<file path="src/design/decoder_pkg.sv">
`default_nettype none
package decoder_pkg;

	// ------------------------------------------------------------
	// instruction word layout
	// ------------------------------------------------------------
	localparam int INSTR_W = 16;
	localparam int MODE_BIT = 15;
	localparam int MAJ_HI = 14;
	localparam int MAJ_LO = 11;
	localparam int ROW_HI = 10;
	localparam int ROW_LO = 8;
	localparam int COL_HI = 7;
	localparam int COL_LO = 4;
	localparam int LOW_HI = 3;
	localparam int LOW_LO = 0;
	localparam int ADDR_W = 11;
	localparam int PC_W = 14;
	localparam int PAGE_W = 2;

	// ------------------------------------------------------------
	// major operation codes, bits 14 to 11
	// ------------------------------------------------------------
	localparam logic [3:0] MAJ_ADD = 4'h0;
	localparam logic [3:0] MAJ_SUB = 4'h1;
	localparam logic [3:0] MAJ_ADD_CARRY = 4'h2;
	localparam logic [3:0] MAJ_SUB_BORROW = 4'h3;
	localparam logic [3:0] MAJ_AND = 4'h4;
	localparam logic [3:0] MAJ_XOR = 4'h5;
	localparam logic [3:0] MAJ_OR = 4'h6;
	localparam logic [3:0] MAJ_MISC = 4'h7;
	localparam logic [3:0] MAJ_LOAD_STORE = 4'h8;
	localparam logic [3:0] MAJ_EQ_GE = 4'h9;
	localparam logic [3:0] MAJ_MOV_IND = 4'hA;
	localparam logic [3:0] MAJ_NE_LT = 4'hB;
	localparam logic [3:0] MAJ_PAGE0 = 4'hC;
	localparam logic [3:0] MAJ_PAGE1 = 4'hD;
	localparam logic [3:0] MAJ_PAGE2 = 4'hE;
	localparam logic [3:0] MAJ_PAGE3 = 4'hF;

	// ------------------------------------------------------------
	// miscellaneous group sub-codes, bits 7 to 4
	// ------------------------------------------------------------
	localparam logic [3:0] SUB_TABLE_READ = 4'h1;
	localparam logic [3:0] SUB_POKE = 4'h2;
	localparam logic [3:0] SUB_PEEK = 4'h3;
	localparam logic [3:0] SUB_JUMP_IND = 4'h4;
	localparam logic [3:0] SUB_CALL_IND = 4'h5;
	localparam logic [3:0] SUB_SYSTEM_CALL = 4'h6;
	localparam logic [3:0] SUB_ROTATE = 4'h7;
	localparam logic [3:0] SUB_INC_INDEX = 4'h8;
	localparam logic [3:0] SUB_INC_TABLE = 4'h9;
	localparam logic [3:0] SUB_GET = 4'hA;
	localparam logic [3:0] SUB_PUT = 4'hB;
	localparam logic [3:0] SUB_POP = 4'hC;
	localparam logic [3:0] SUB_PUSH = 4'hD;
	localparam logic [3:0] SUB_CONTROL = 4'hE;
	// control sub-group, bits 3 to 0
	localparam logic [3:0] CTL_RETURN = 4'h0;
	localparam logic [3:0] CTL_RETURN_SKIP = 4'h1;
	localparam logic [3:0] CTL_INT_RETURN = 4'h2;
	localparam logic [3:0] CTL_INT_ENABLE = 4'h3;
	localparam logic [3:0] CTL_INT_MASK = 4'h4;
	localparam logic [3:0] CTL_STOP = 4'h5;
	localparam logic [3:0] CTL_HALT = 4'h6;
	localparam logic [3:0] CTL_NOP = 4'h7;
	localparam logic [2:0] ROW_ZERO = 3'h0;
	localparam logic [3:0] LOW_ZERO = 4'h0;

	// ------------------------------------------------------------
	// address stack
	// ------------------------------------------------------------
	localparam int STACK_PTR_W = 3;
	localparam logic [STACK_PTR_W-1:0] STACK_PTR_RESET = 3'h7;

	typedef enum logic [5:0] {
		op_nop, op_add, op_sub, op_add_with_carry, op_subtract_with_borrow,
		op_and, op_xor, op_or, op_load, op_store,
		op_skip_if_equal, op_skip_greater_equal, op_skip_not_equal, op_skip_less_than,
		op_mov_to_indirect, op_mov_from_indirect, op_jump_instr, op_call, op_mov_imm,
		op_skip_bits_all_set, op_skip_bits_all_clear,
		op_inc_table, op_inc_index, op_rotate_right_carry, op_table_read,
		op_push, op_pop, op_get, op_put, op_peek, op_poke,
		op_jump_indirect, op_call_indirect, op_system_call, op_return,
		op_return_and_skip, op_interrupt_return, op_interrupt_enable_instr,
		op_interrupt_mask_instr, op_stop, op_halt, op_interrupt_entry
	} op_type;

	typedef enum logic [2:0] {
		alu_none, alu_add, alu_sub, alu_and, alu_xor, alu_or, alu_pass
	} alu_type;

	typedef enum logic [2:0] {
		skip_none, skip_zero, skip_nonzero, skip_no_borrow, skip_borrow,
		skip_all_set, skip_all_clear
	} skip_type;

	typedef struct packed {
		op_type op;
		alu_type alu;
		skip_type skip_cond;
		logic use_carry;
		logic writes_reg;
		logic writes_mem;
		logic uses_imm;
		logic stack_push;
		logic stack_pop;
		logic save_interrupt_saved_reg;
		logic [STACK_PTR_W-1:0] stack_entry;
		logic [2:0] mem_row;
		logic [3:0] mem_col;
		logic [3:0] reg_col;
		logic [3:0] imm;
		logic [3:0] bit_sel;
		logic [2:0] periph_hi;
		logic [3:0] periph_lo;
		logic [2:0] rf_row;
		logic [3:0] rf_col;
		logic [2:0] entry_hi;
		logic [3:0] entry_lo;
		logic [PC_W-1:0] jump_target;
	} decode_type;

endpackage
`default_nettype wire

</file>
<file path="src/design/nibble_cpu_instruction_decoder.sv">
`default_nettype none
module nibble_cpu_instruction_decoder (
	input wire logic clk,
	input wire logic rst,
	input wire logic ce,
	input wire logic instr_valid,
	input wire logic [decoder_pkg::INSTR_W-1:0] instr,
	input wire logic take_interrupt,
	input wire logic segment_bit_reg,
	output logic instr_ready,
	output logic dec_valid,
	output decoder_pkg::decode_type dec
);

	// ------------------------------------------------------------
	// helpers
	// ------------------------------------------------------------
	function automatic logic is_push(input decoder_pkg::op_type op);
		is_push = (op == decoder_pkg::op_push) || (op == decoder_pkg::op_call) ||
			(op == decoder_pkg::op_call_indirect) || (op == decoder_pkg::op_system_call) ||
			(op == decoder_pkg::op_interrupt_entry);
	endfunction

	function automatic logic is_pop(input decoder_pkg::op_type op);
		is_pop = (op == decoder_pkg::op_pop) || (op == decoder_pkg::op_return) ||
			(op == decoder_pkg::op_return_and_skip) ||
			(op == decoder_pkg::op_interrupt_return);
	endfunction

	function automatic decoder_pkg::alu_type alu_of(input logic [3:0] maj);
		case (maj)
			decoder_pkg::MAJ_ADD, decoder_pkg::MAJ_ADD_CARRY: alu_of = decoder_pkg::alu_add;
			decoder_pkg::MAJ_SUB, decoder_pkg::MAJ_SUB_BORROW: alu_of = decoder_pkg::alu_sub;
			decoder_pkg::MAJ_AND: alu_of = decoder_pkg::alu_and;
			decoder_pkg::MAJ_XOR: alu_of = decoder_pkg::alu_xor;
			decoder_pkg::MAJ_OR: alu_of = decoder_pkg::alu_or;
			default: alu_of = decoder_pkg::alu_none;
		endcase
	endfunction

	function automatic decoder_pkg::op_type arith_op(input logic [3:0] maj);
		case (maj)
			decoder_pkg::MAJ_ADD: arith_op = decoder_pkg::op_add;
			decoder_pkg::MAJ_SUB: arith_op = decoder_pkg::op_sub;
			decoder_pkg::MAJ_ADD_CARRY: arith_op = decoder_pkg::op_add_with_carry;
			decoder_pkg::MAJ_SUB_BORROW: arith_op = decoder_pkg::op_subtract_with_borrow;
			decoder_pkg::MAJ_AND: arith_op = decoder_pkg::op_and;
			decoder_pkg::MAJ_XOR: arith_op = decoder_pkg::op_xor;
			default: arith_op = decoder_pkg::op_or;
		endcase
	endfunction

	logic accept;
	logic [3:0] maj;
	logic mode;
	logic [2:0] row;
	logic [3:0] col;
	logic [3:0] low;
	logic [decoder_pkg::STACK_PTR_W-1:0] stack_pointer;
	logic next_dec_valid;
	decoder_pkg::decode_type next_dec;
	decoder_pkg::op_type op;

	// ------------------------------------------------------------
	// field split
	// ------------------------------------------------------------
	// interrupt entry takes the slot, so the word waits one cycle
	assign instr_ready = ce && !take_interrupt;
	assign accept = instr_valid && instr_ready;
	assign mode = instr[decoder_pkg::MODE_BIT];
	assign maj = instr[decoder_pkg::MAJ_HI:decoder_pkg::MAJ_LO];
	assign row = instr[decoder_pkg::ROW_HI:decoder_pkg::ROW_LO];
	assign col = instr[decoder_pkg::COL_HI:decoder_pkg::COL_LO];
	assign low = instr[decoder_pkg::LOW_HI:decoder_pkg::LOW_LO];

	// ------------------------------------------------------------
	// operation select
	// ------------------------------------------------------------
	always_comb begin
		op = decoder_pkg::op_nop;
		case (maj)
			decoder_pkg::MAJ_MISC: begin
				case (col)
					decoder_pkg::SUB_TABLE_READ: if (row == decoder_pkg::ROW_ZERO &&
						low == decoder_pkg::LOW_ZERO) op = decoder_pkg::op_table_read;
					decoder_pkg::SUB_INC_TABLE: if (row == decoder_pkg::ROW_ZERO &&
						low == decoder_pkg::LOW_ZERO) op = decoder_pkg::op_inc_table;
					decoder_pkg::SUB_INC_INDEX: if (row == decoder_pkg::ROW_ZERO &&
						low == decoder_pkg::LOW_ZERO) op = decoder_pkg::op_inc_index;
					decoder_pkg::SUB_PUSH: if (row == decoder_pkg::ROW_ZERO &&
						low == decoder_pkg::LOW_ZERO) op = decoder_pkg::op_push;
					decoder_pkg::SUB_POP: if (row == decoder_pkg::ROW_ZERO &&
						low == decoder_pkg::LOW_ZERO) op = decoder_pkg::op_pop;
					decoder_pkg::SUB_JUMP_IND: if (row == decoder_pkg::ROW_ZERO &&
						low == decoder_pkg::LOW_ZERO) op = decoder_pkg::op_jump_indirect;
					decoder_pkg::SUB_CALL_IND: if (row == decoder_pkg::ROW_ZERO &&
						low == decoder_pkg::LOW_ZERO) op = decoder_pkg::op_call_indirect;
					decoder_pkg::SUB_ROTATE: if (row == decoder_pkg::ROW_ZERO)
						op = decoder_pkg::op_rotate_right_carry;
					decoder_pkg::SUB_GET: op = decoder_pkg::op_get;
					decoder_pkg::SUB_PUT: op = decoder_pkg::op_put;
					decoder_pkg::SUB_PEEK: op = decoder_pkg::op_peek;
					decoder_pkg::SUB_POKE: op = decoder_pkg::op_poke;
					decoder_pkg::SUB_SYSTEM_CALL: op = decoder_pkg::op_system_call;
					decoder_pkg::SUB_CONTROL: begin
						if (row == decoder_pkg::ROW_ZERO) begin
							case (low)
								decoder_pkg::CTL_RETURN: op = decoder_pkg::op_return;
								decoder_pkg::CTL_RETURN_SKIP: op = decoder_pkg::op_return_and_skip;
								decoder_pkg::CTL_INT_RETURN: op = decoder_pkg::op_interrupt_return;
								decoder_pkg::CTL_INT_ENABLE: op = decoder_pkg::op_interrupt_enable_instr;
								decoder_pkg::CTL_INT_MASK: op = decoder_pkg::op_interrupt_mask_instr;
								decoder_pkg::CTL_STOP: op = decoder_pkg::op_stop;
								decoder_pkg::CTL_HALT: op = decoder_pkg::op_halt;
								default: op = decoder_pkg::op_nop;
							endcase
						end
					end
					default: op = decoder_pkg::op_nop;
				endcase
			end
			decoder_pkg::MAJ_LOAD_STORE: op = mode ? decoder_pkg::op_store : decoder_pkg::op_load;
			decoder_pkg::MAJ_EQ_GE: op = mode ? decoder_pkg::op_skip_greater_equal :
				decoder_pkg::op_skip_if_equal;
			decoder_pkg::MAJ_NE_LT: op = mode ? decoder_pkg::op_skip_less_than :
				decoder_pkg::op_skip_not_equal;
			decoder_pkg::MAJ_MOV_IND: op = mode ? decoder_pkg::op_mov_from_indirect :
				decoder_pkg::op_mov_to_indirect;
			decoder_pkg::MAJ_PAGE0: op = mode ? decoder_pkg::op_call : decoder_pkg::op_jump_instr;
			decoder_pkg::MAJ_PAGE1: op = mode ? decoder_pkg::op_mov_imm : decoder_pkg::op_jump_instr;
			decoder_pkg::MAJ_PAGE2: op = mode ? decoder_pkg::op_skip_bits_all_set :
				decoder_pkg::op_jump_instr;
			decoder_pkg::MAJ_PAGE3: op = mode ? decoder_pkg::op_skip_bits_all_clear :
				decoder_pkg::op_jump_instr;
			default: op = arith_op(maj);
		endcase
	end

	// ------------------------------------------------------------
	// control bundle
	// ------------------------------------------------------------
	always_comb begin
		next_dec = dec;
		next_dec_valid = 1'b0;
		if (ce && take_interrupt) begin
			next_dec = '0;
			next_dec.op = decoder_pkg::op_interrupt_entry;
			next_dec.save_interrupt_saved_reg = 1'b1;
			next_dec.stack_push = 1'b1;
			next_dec.stack_entry = stack_pointer - 1'b1;
			next_dec_valid = 1'b1;
		end else if (accept) begin
			next_dec = '0;
			next_dec_valid = 1'b1;
			next_dec.op = op;
			next_dec.mem_row = row;
			next_dec.mem_col = col;
			next_dec.reg_col = low;
			next_dec.imm = low;
			next_dec.bit_sel = low;
			next_dec.periph_hi = row;
			next_dec.periph_lo = low;
			next_dec.rf_row = row;
			next_dec.rf_col = low;
			next_dec.entry_hi = row;
			next_dec.entry_lo = low;
			// page 0 for calls, opcode low bits for jumps
			next_dec.jump_target = {segment_bit_reg,
				(mode ? 2'h0 : maj[decoder_pkg::PAGE_W-1:0]),
				instr[decoder_pkg::ADDR_W-1:0]};
			next_dec.stack_push = is_push(op);
			next_dec.stack_pop = is_pop(op);
			next_dec.stack_entry = is_push(op) ? stack_pointer - 1'b1 : stack_pointer;
			if (maj < decoder_pkg::MAJ_MISC) begin
				next_dec.alu = alu_of(maj);
				next_dec.use_carry = (maj == decoder_pkg::MAJ_ADD_CARRY) ||
					(maj == decoder_pkg::MAJ_SUB_BORROW);
				next_dec.writes_reg = !mode;
				next_dec.writes_mem = mode;
				next_dec.uses_imm = mode;
			end
			case (op)
				decoder_pkg::op_load: begin
					next_dec.alu = decoder_pkg::alu_pass;
					next_dec.writes_reg = 1'b1;
				end
				decoder_pkg::op_store, decoder_pkg::op_mov_from_indirect: begin
					next_dec.alu = decoder_pkg::alu_pass;
					next_dec.writes_mem = 1'b1;
				end
				decoder_pkg::op_mov_to_indirect: begin
					next_dec.alu = decoder_pkg::alu_pass;
					next_dec.writes_reg = 1'b1;
				end
				decoder_pkg::op_mov_imm: begin
					next_dec.alu = decoder_pkg::alu_pass;
					next_dec.writes_mem = 1'b1;
					next_dec.uses_imm = 1'b1;
				end
				// compare: subtract, result dropped
				decoder_pkg::op_skip_if_equal, decoder_pkg::op_skip_not_equal,
				decoder_pkg::op_skip_greater_equal, decoder_pkg::op_skip_less_than: begin
					next_dec.alu = decoder_pkg::alu_sub;
					next_dec.uses_imm = 1'b1;
					case (op)
						decoder_pkg::op_skip_if_equal: next_dec.skip_cond = decoder_pkg::skip_zero;
						decoder_pkg::op_skip_not_equal: next_dec.skip_cond = decoder_pkg::skip_nonzero;
						decoder_pkg::op_skip_greater_equal:
							next_dec.skip_cond = decoder_pkg::skip_no_borrow;
						default: next_dec.skip_cond = decoder_pkg::skip_borrow;
					endcase
				end
				decoder_pkg::op_skip_bits_all_set: next_dec.skip_cond = decoder_pkg::skip_all_set;
				decoder_pkg::op_skip_bits_all_clear: next_dec.skip_cond = decoder_pkg::skip_all_clear;
				decoder_pkg::op_rotate_right_carry, decoder_pkg::op_get,
				decoder_pkg::op_peek: next_dec.writes_reg = (op == decoder_pkg::op_rotate_right_carry);
				default: next_dec.alu = next_dec.alu;
			endcase
		end
	end

	// register only; frozen while ce is low
	always_ff @(posedge clk) begin
		if (rst) begin
			dec_valid <= 1'b0;
			dec <= '0;
		end else if (ce) begin
			dec_valid <= next_dec_valid;
			dec <= next_dec;
		end
	end

	// ------------------------------------------------------------
	// address stack pointer
	// ------------------------------------------------------------
	stack_pointer_unit stack_unit (
		.clk(clk),
		.rst(rst),
		.ce(ce),
		.push(next_dec_valid && next_dec.stack_push),
		.pop(next_dec_valid && next_dec.stack_pop),
		.stack_pointer(stack_pointer)
	);
endmodule // nibble_cpu_instruction_decoder
`default_nettype wire

</file>
<file path="src/design/stack_pointer_unit.sv">
`default_nettype none
module stack_pointer_unit (
	input wire logic clk,
	input wire logic rst,
	input wire logic ce,
	input wire logic push,
	input wire logic pop,
	output logic [decoder_pkg::STACK_PTR_W-1:0] stack_pointer
);

	logic [decoder_pkg::STACK_PTR_W-1:0] next_stack_pointer;

	// ------------------------------------------------------------
	// pointer update
	// ------------------------------------------------------------
	// push moves down first, pop moves up after the read; both at once cancel
	always_comb begin
		next_stack_pointer = stack_pointer;
		if (push && !pop) begin
			next_stack_pointer = stack_pointer - 1'b1;
		end else if (pop && !push) begin
			next_stack_pointer = stack_pointer + 1'b1;
		end
	end

	// register only; wraps silently, overflow is a software fault
	always_ff @(posedge clk) begin
		if (rst) begin
			stack_pointer <= decoder_pkg::STACK_PTR_RESET;
		end else if (ce) begin
			stack_pointer <= next_stack_pointer;
		end
	end

endmodule // stack_pointer_unit
`default_nettype wire

</file>
<file path="config.mk">
export PLATFORM = sky130hd
export DESIGN_NAME = nibble_cpu_instruction_decoder
export DESIGN_NICKNAME = d
export VERILOG_FILES = /design/src/design/decoder_pkg.sv /design/src/design/nibble_cpu_instruction_decoder.sv /design/src/design/stack_pointer_unit.sv
export SDC_FILE = /design/constraint.sdc
export NUM_CORES = 1
export LEC_CHECK = 0
export ABC_AREA = 1
export BUFFER_PORTS_ARGS = -buffer_cell sky130_fd_sc_hd__buf_2
export CAP_MARGIN = 40
export CORE_MARGIN = 4
export CORE_UTILIZATION = 50
export DETAILED_ROUTE_END_ITERATION = 12
export PLACE_DENSITY = 0.85
export REMOVE_ABC_BUFFERS = 1
export SYNTH_ARGS = -nofsm -noshare
export SYNTH_HDL_FRONTEND = slang
export SYNTH_SLANG_ARGS = --single-unit
</file>
<file path="constraint.sdc">
create_clock -name clk -period 3.29 [get_ports clk]
set_clock_uncertainty 0.2 [all_clocks]
set_input_delay 0.4935 -clock clk [delete_from_list [all_inputs] [get_ports clk]]
set_output_delay 0.4935 -clock clk [all_outputs]
set_load 0.02 [all_outputs]
</file>
==> metrics.md <==
| Metric | Value |
|---|---|
| Result of the run | finished clean |
| Cell type with the largest total area after synthesis | sky130_fd_sc_hd__dfxtp_1 |
| Top Ports | 100 |
| Global router's overall resource usage | 0.202 |
| Number of global-route vias before repair | 2452 |
| Sequential share of the synthesized area | 0.297 |
| Setup Crit Path Kind | in -> reg |
| Number of placed instances, taps included | 539 |
| Global routing usage on met2 | 0.349 |
| Fin crit share | 0.883 |
| Total of flip-flops plus latches after synthesis | 40 |
| Number of I/O port buffers | 99 |
| Cell Area, Synth | 0.00270 sq mm |
| Quantity of gates resized following cts | 0 |
| Global placement routability congestion | 0.895 |
| DRC violation count after routing | 0 |
| Final net count | 501 |
| Minimum clock period | 2900 ps |
| Number of nets still failing antenna checks after routing | 0 |
| Number of pins exceeding their max-slew limit in the final report | 0 |
| Reg clk slew, reported paths | 80 ps |
| Synth Flop Type | sky130_fd_sc_hd__dfxtp_1 |
| Total CTS buffers | 5 |
| Die Y-Extent | 81.5 um |
| Die span in x | 81.5 um |
| Class of the most critical hold timing path | in -> reg |
| Total vias in the final route | 2785 |
| Signal arrival time at the worst endpoint | 2890 ps |
| Pre-CTS setup slack | 123 ps |
| Fraction of post-synthesis cell area in the top cell type by area | 0.297 |
| Fraction of final layout cells with drive strength greater than 1 | 0.302 |
| Starting utilization of the core area | 0.522 |
| Layer with the highest usage | met2 |
| IR Drop Worst-Case VDD | 258 uV |
| Worst hold slack across all endpoints | 259 ps |
| Static power due to leakage | 1.70 nW |
| Pin count of the biggest net entering global routing | 33 |
| Most common library cell in the layout ignoring fill and taps | sky130_fd_sc_hd__nand2_1 |
| Met3 global-route usage | 0.0362 |
| Number of warnings reported in the yosys synthesis log | 0 |
| Top cell by count, worst path | sky130_fd_sc_hd__nand2_1 |
| Final routed wirelength across all metal layers | 6560 um |
| Number of distinct library cell variants in the gate-level netlist after synthesis | 38 |
| Overflow left after global routing | 0 |
| Buffers inserted by post-CTS timing repair | 0 |
| Cell types with the largest area share after synthesis | sky130_fd_sc_hd__dfxtp_1 30%, sky130_fd_sc_hd__nand2_1 15%, sky130_fd_sc_hd__buf_4 11%, sky130_fd_sc_hd__a21oi_1 6.9%, sky130_fd_sc_hd__nor2_1 6.8% |
| Top achievable clock speed | 0.344 GHz |
| Post-synth EDFFs | 0 |
| Final setup violating endpoints | 0 |
| Mapped Avg Cell Area | 6.47 sq um |
| Maximum fanout count along the critical path | 8 |
| Rel. slew slack | 0.586 |
| FFs w/ async S/R, synth | 0 |
| # H-tree levels | 2 |
| Total power of the final layout | 1.17 mW |
| Areal power density over the cells | 381 mW/mm^2 |
| Transition time of the tightest slew-check pin | 620 ps |
| Filler-free cell count of the finished design | 547 |
| Max stage delay cell, worst path | sky130_fd_sc_hd__ha_1 |
| RSZ-0062 raised after global routing | no |
| CP Launch Type | input port |
| P&R area growth vs syn | 14.1% |
| CTS tree | built |
| Count of routing violations after the opening detailed-route iteration | 159 |
| Hold_buf cts | 0 |
| Iteration count of the initial detailed-routing pass | 5 |
| Antenna violations before repair | 0 |
| Floorplan die area | 0.00664 sq mm |
| Slowest cell delay on critical path | 290 ps |
| Deepest clock path buffer count | 2 |
| Detailed Place HPWL | 5000 um |
| Detail-routed via count per cell | 5.09 |
| Met1 track utilization from global routing | 0.256 |
| Endpoints failing hold | 0 |
| Synth Instances | 417 |
| Routed WL per cell | 12.0 um |
| Final Core Density | 0.595 |
| Core ar. | 0.00517 sq mm |
| Number of placement rows | 26 |
| Critical Path End Type | register |
| Setup slack of the critical path after layout | 385 ps |
| Data required time of the critical path | 3270 ps |
| Diodes inserted | 0 |
| Leading cell types in the layout, fill and taps excluded | 106 x sky130_fd_sc_hd__nand2_1, 99 x sky130_fd_sc_hd__buf_2, 48 x sky130_fd_sc_hd__nor2_1, 40 x sky130_fd_sc_hd__dfxtp_1, 38 x sky130_fd_sc_hd__inv_1 |
| Total of max-cap violations | 0 |
| Cells traversed along the worst timing path | buf_2 -> nor2_1 -> nand2_1 -> nor2_4 -> nand2_1 -> a21oi_1 -> nand2_1 -> nand2_1 -> nand2_1 -> nand2_1 -> a21oi_2 -> nand3_2 -> nand3_2 -> nand2_2 -> nand2_1 -> ha_1 -> nor2_1 -> inv_1 -> a21oi_1 -> o21ai_0 |
| Wire length of the first global-routing pass | 10700 um |
| Worst-skew pair later-pin latency | 290 ps |
| Clock sink total | 40 |
| Root buffer selected by CTS | sky130_fd_sc_hd__clkbuf_8 |
==> synthesized netlist by cell type (all sizes together), types with 3 or more instances <==
library cell  count
nand2           115
nor2             54
inv              46
buf              41
dfxtp            40
a21oi            38
nand3            25
o21ai            19
clkbuf            9
nand4             4
nor3              4
ha                3
o211ai            3
==> where the power goes <==
group,internal (mW),switching (mW),total [mW]
combinational,0.0822,0.174,0.256
clock,0.225,0.176,0.401
sequential,0.503,0.0130,0.516
total,0.810,0.363,1.17
==> layout make-up <==
class                   instances  area, sq um
multi-input cells             281         1390
fillers                       494         2090
clock buffers                   5         68.8
inverters                      46          173
clock inverters                 3         42.5
flip-flops and latches         40          801
well taps                      70         87.6
repair buffers                102          518
==> layer usage <==
metal  up-vias  wire length, um
met5         -                0
met4         0               77
met3        12              603
met2       127             3050
met1      1235             2820
li1       1411                -
==> through the flow <==
stage / area [sq um] / TNS, ps
2_1_floorplan: 2360 / -747
3_3_place_gp: 2970 / 0
3_5_place_dp: 2970 / 0
4_1_cts: 3080 / 0
5_1_grt: 3080 / 0
6_report: 3080 / 0
==> path summary, 6_finish.rpt <==
path	slack (ps)	depth (start not counted)	from	end
setup / recovery	390	20	instr[8]	stack_unit.stack_pointer[1]$_SDFFE_PP1P_
hold / removal	260	3	segment_bit_reg	dec[13]$_SDFFE_PP0P_
setup reg to reg	1560	8	stack_unit.stack_pointer[0]$_SDFFE_PP1P_	dec[56]$_SDFFE_PP0P_
hold reg to reg	260	2	dec[68]$_SDFFE_PP0P_	dec[68]$_SDFFE_PP0P_
==> worst max-delay path: cells and delay by family <==
| family | cells | cell delay (ps) |
|---|---|---|
| AND/OR/NAND/NOR | 13 | 1430 |
| AO/OA/AOI/OAI | 4 | 470 |
| adder cells (fa/ha/maj) | 1 | 290 |
| buffers and inverters | 2 | 200 |
==> sequential cells by signal, summed over array words and instances, names as in the netlist <==
name and count:
stack_unit.stack_pointer 3, dec_valid 1, dec 36
==> cell families (layout without fill, tap and decap cells) <==
| group | after synthesis | count (layout) | synth area share |
|---|---|---|---|
| simple gates | 207 | 207 | 0.350 |
| buf+inv | 96 | 156 | 0.190 |
| compound gates | 68 | 68 | 0.140 |
| flops | 40 | 40 | 0.297 |
| fa+ha+maj | 3 | 3 | 0.0139 |
| xor+xnor | 3 | 3 | 0.00974 |
No activity file was read; power rests on OpenSTA's default activity.
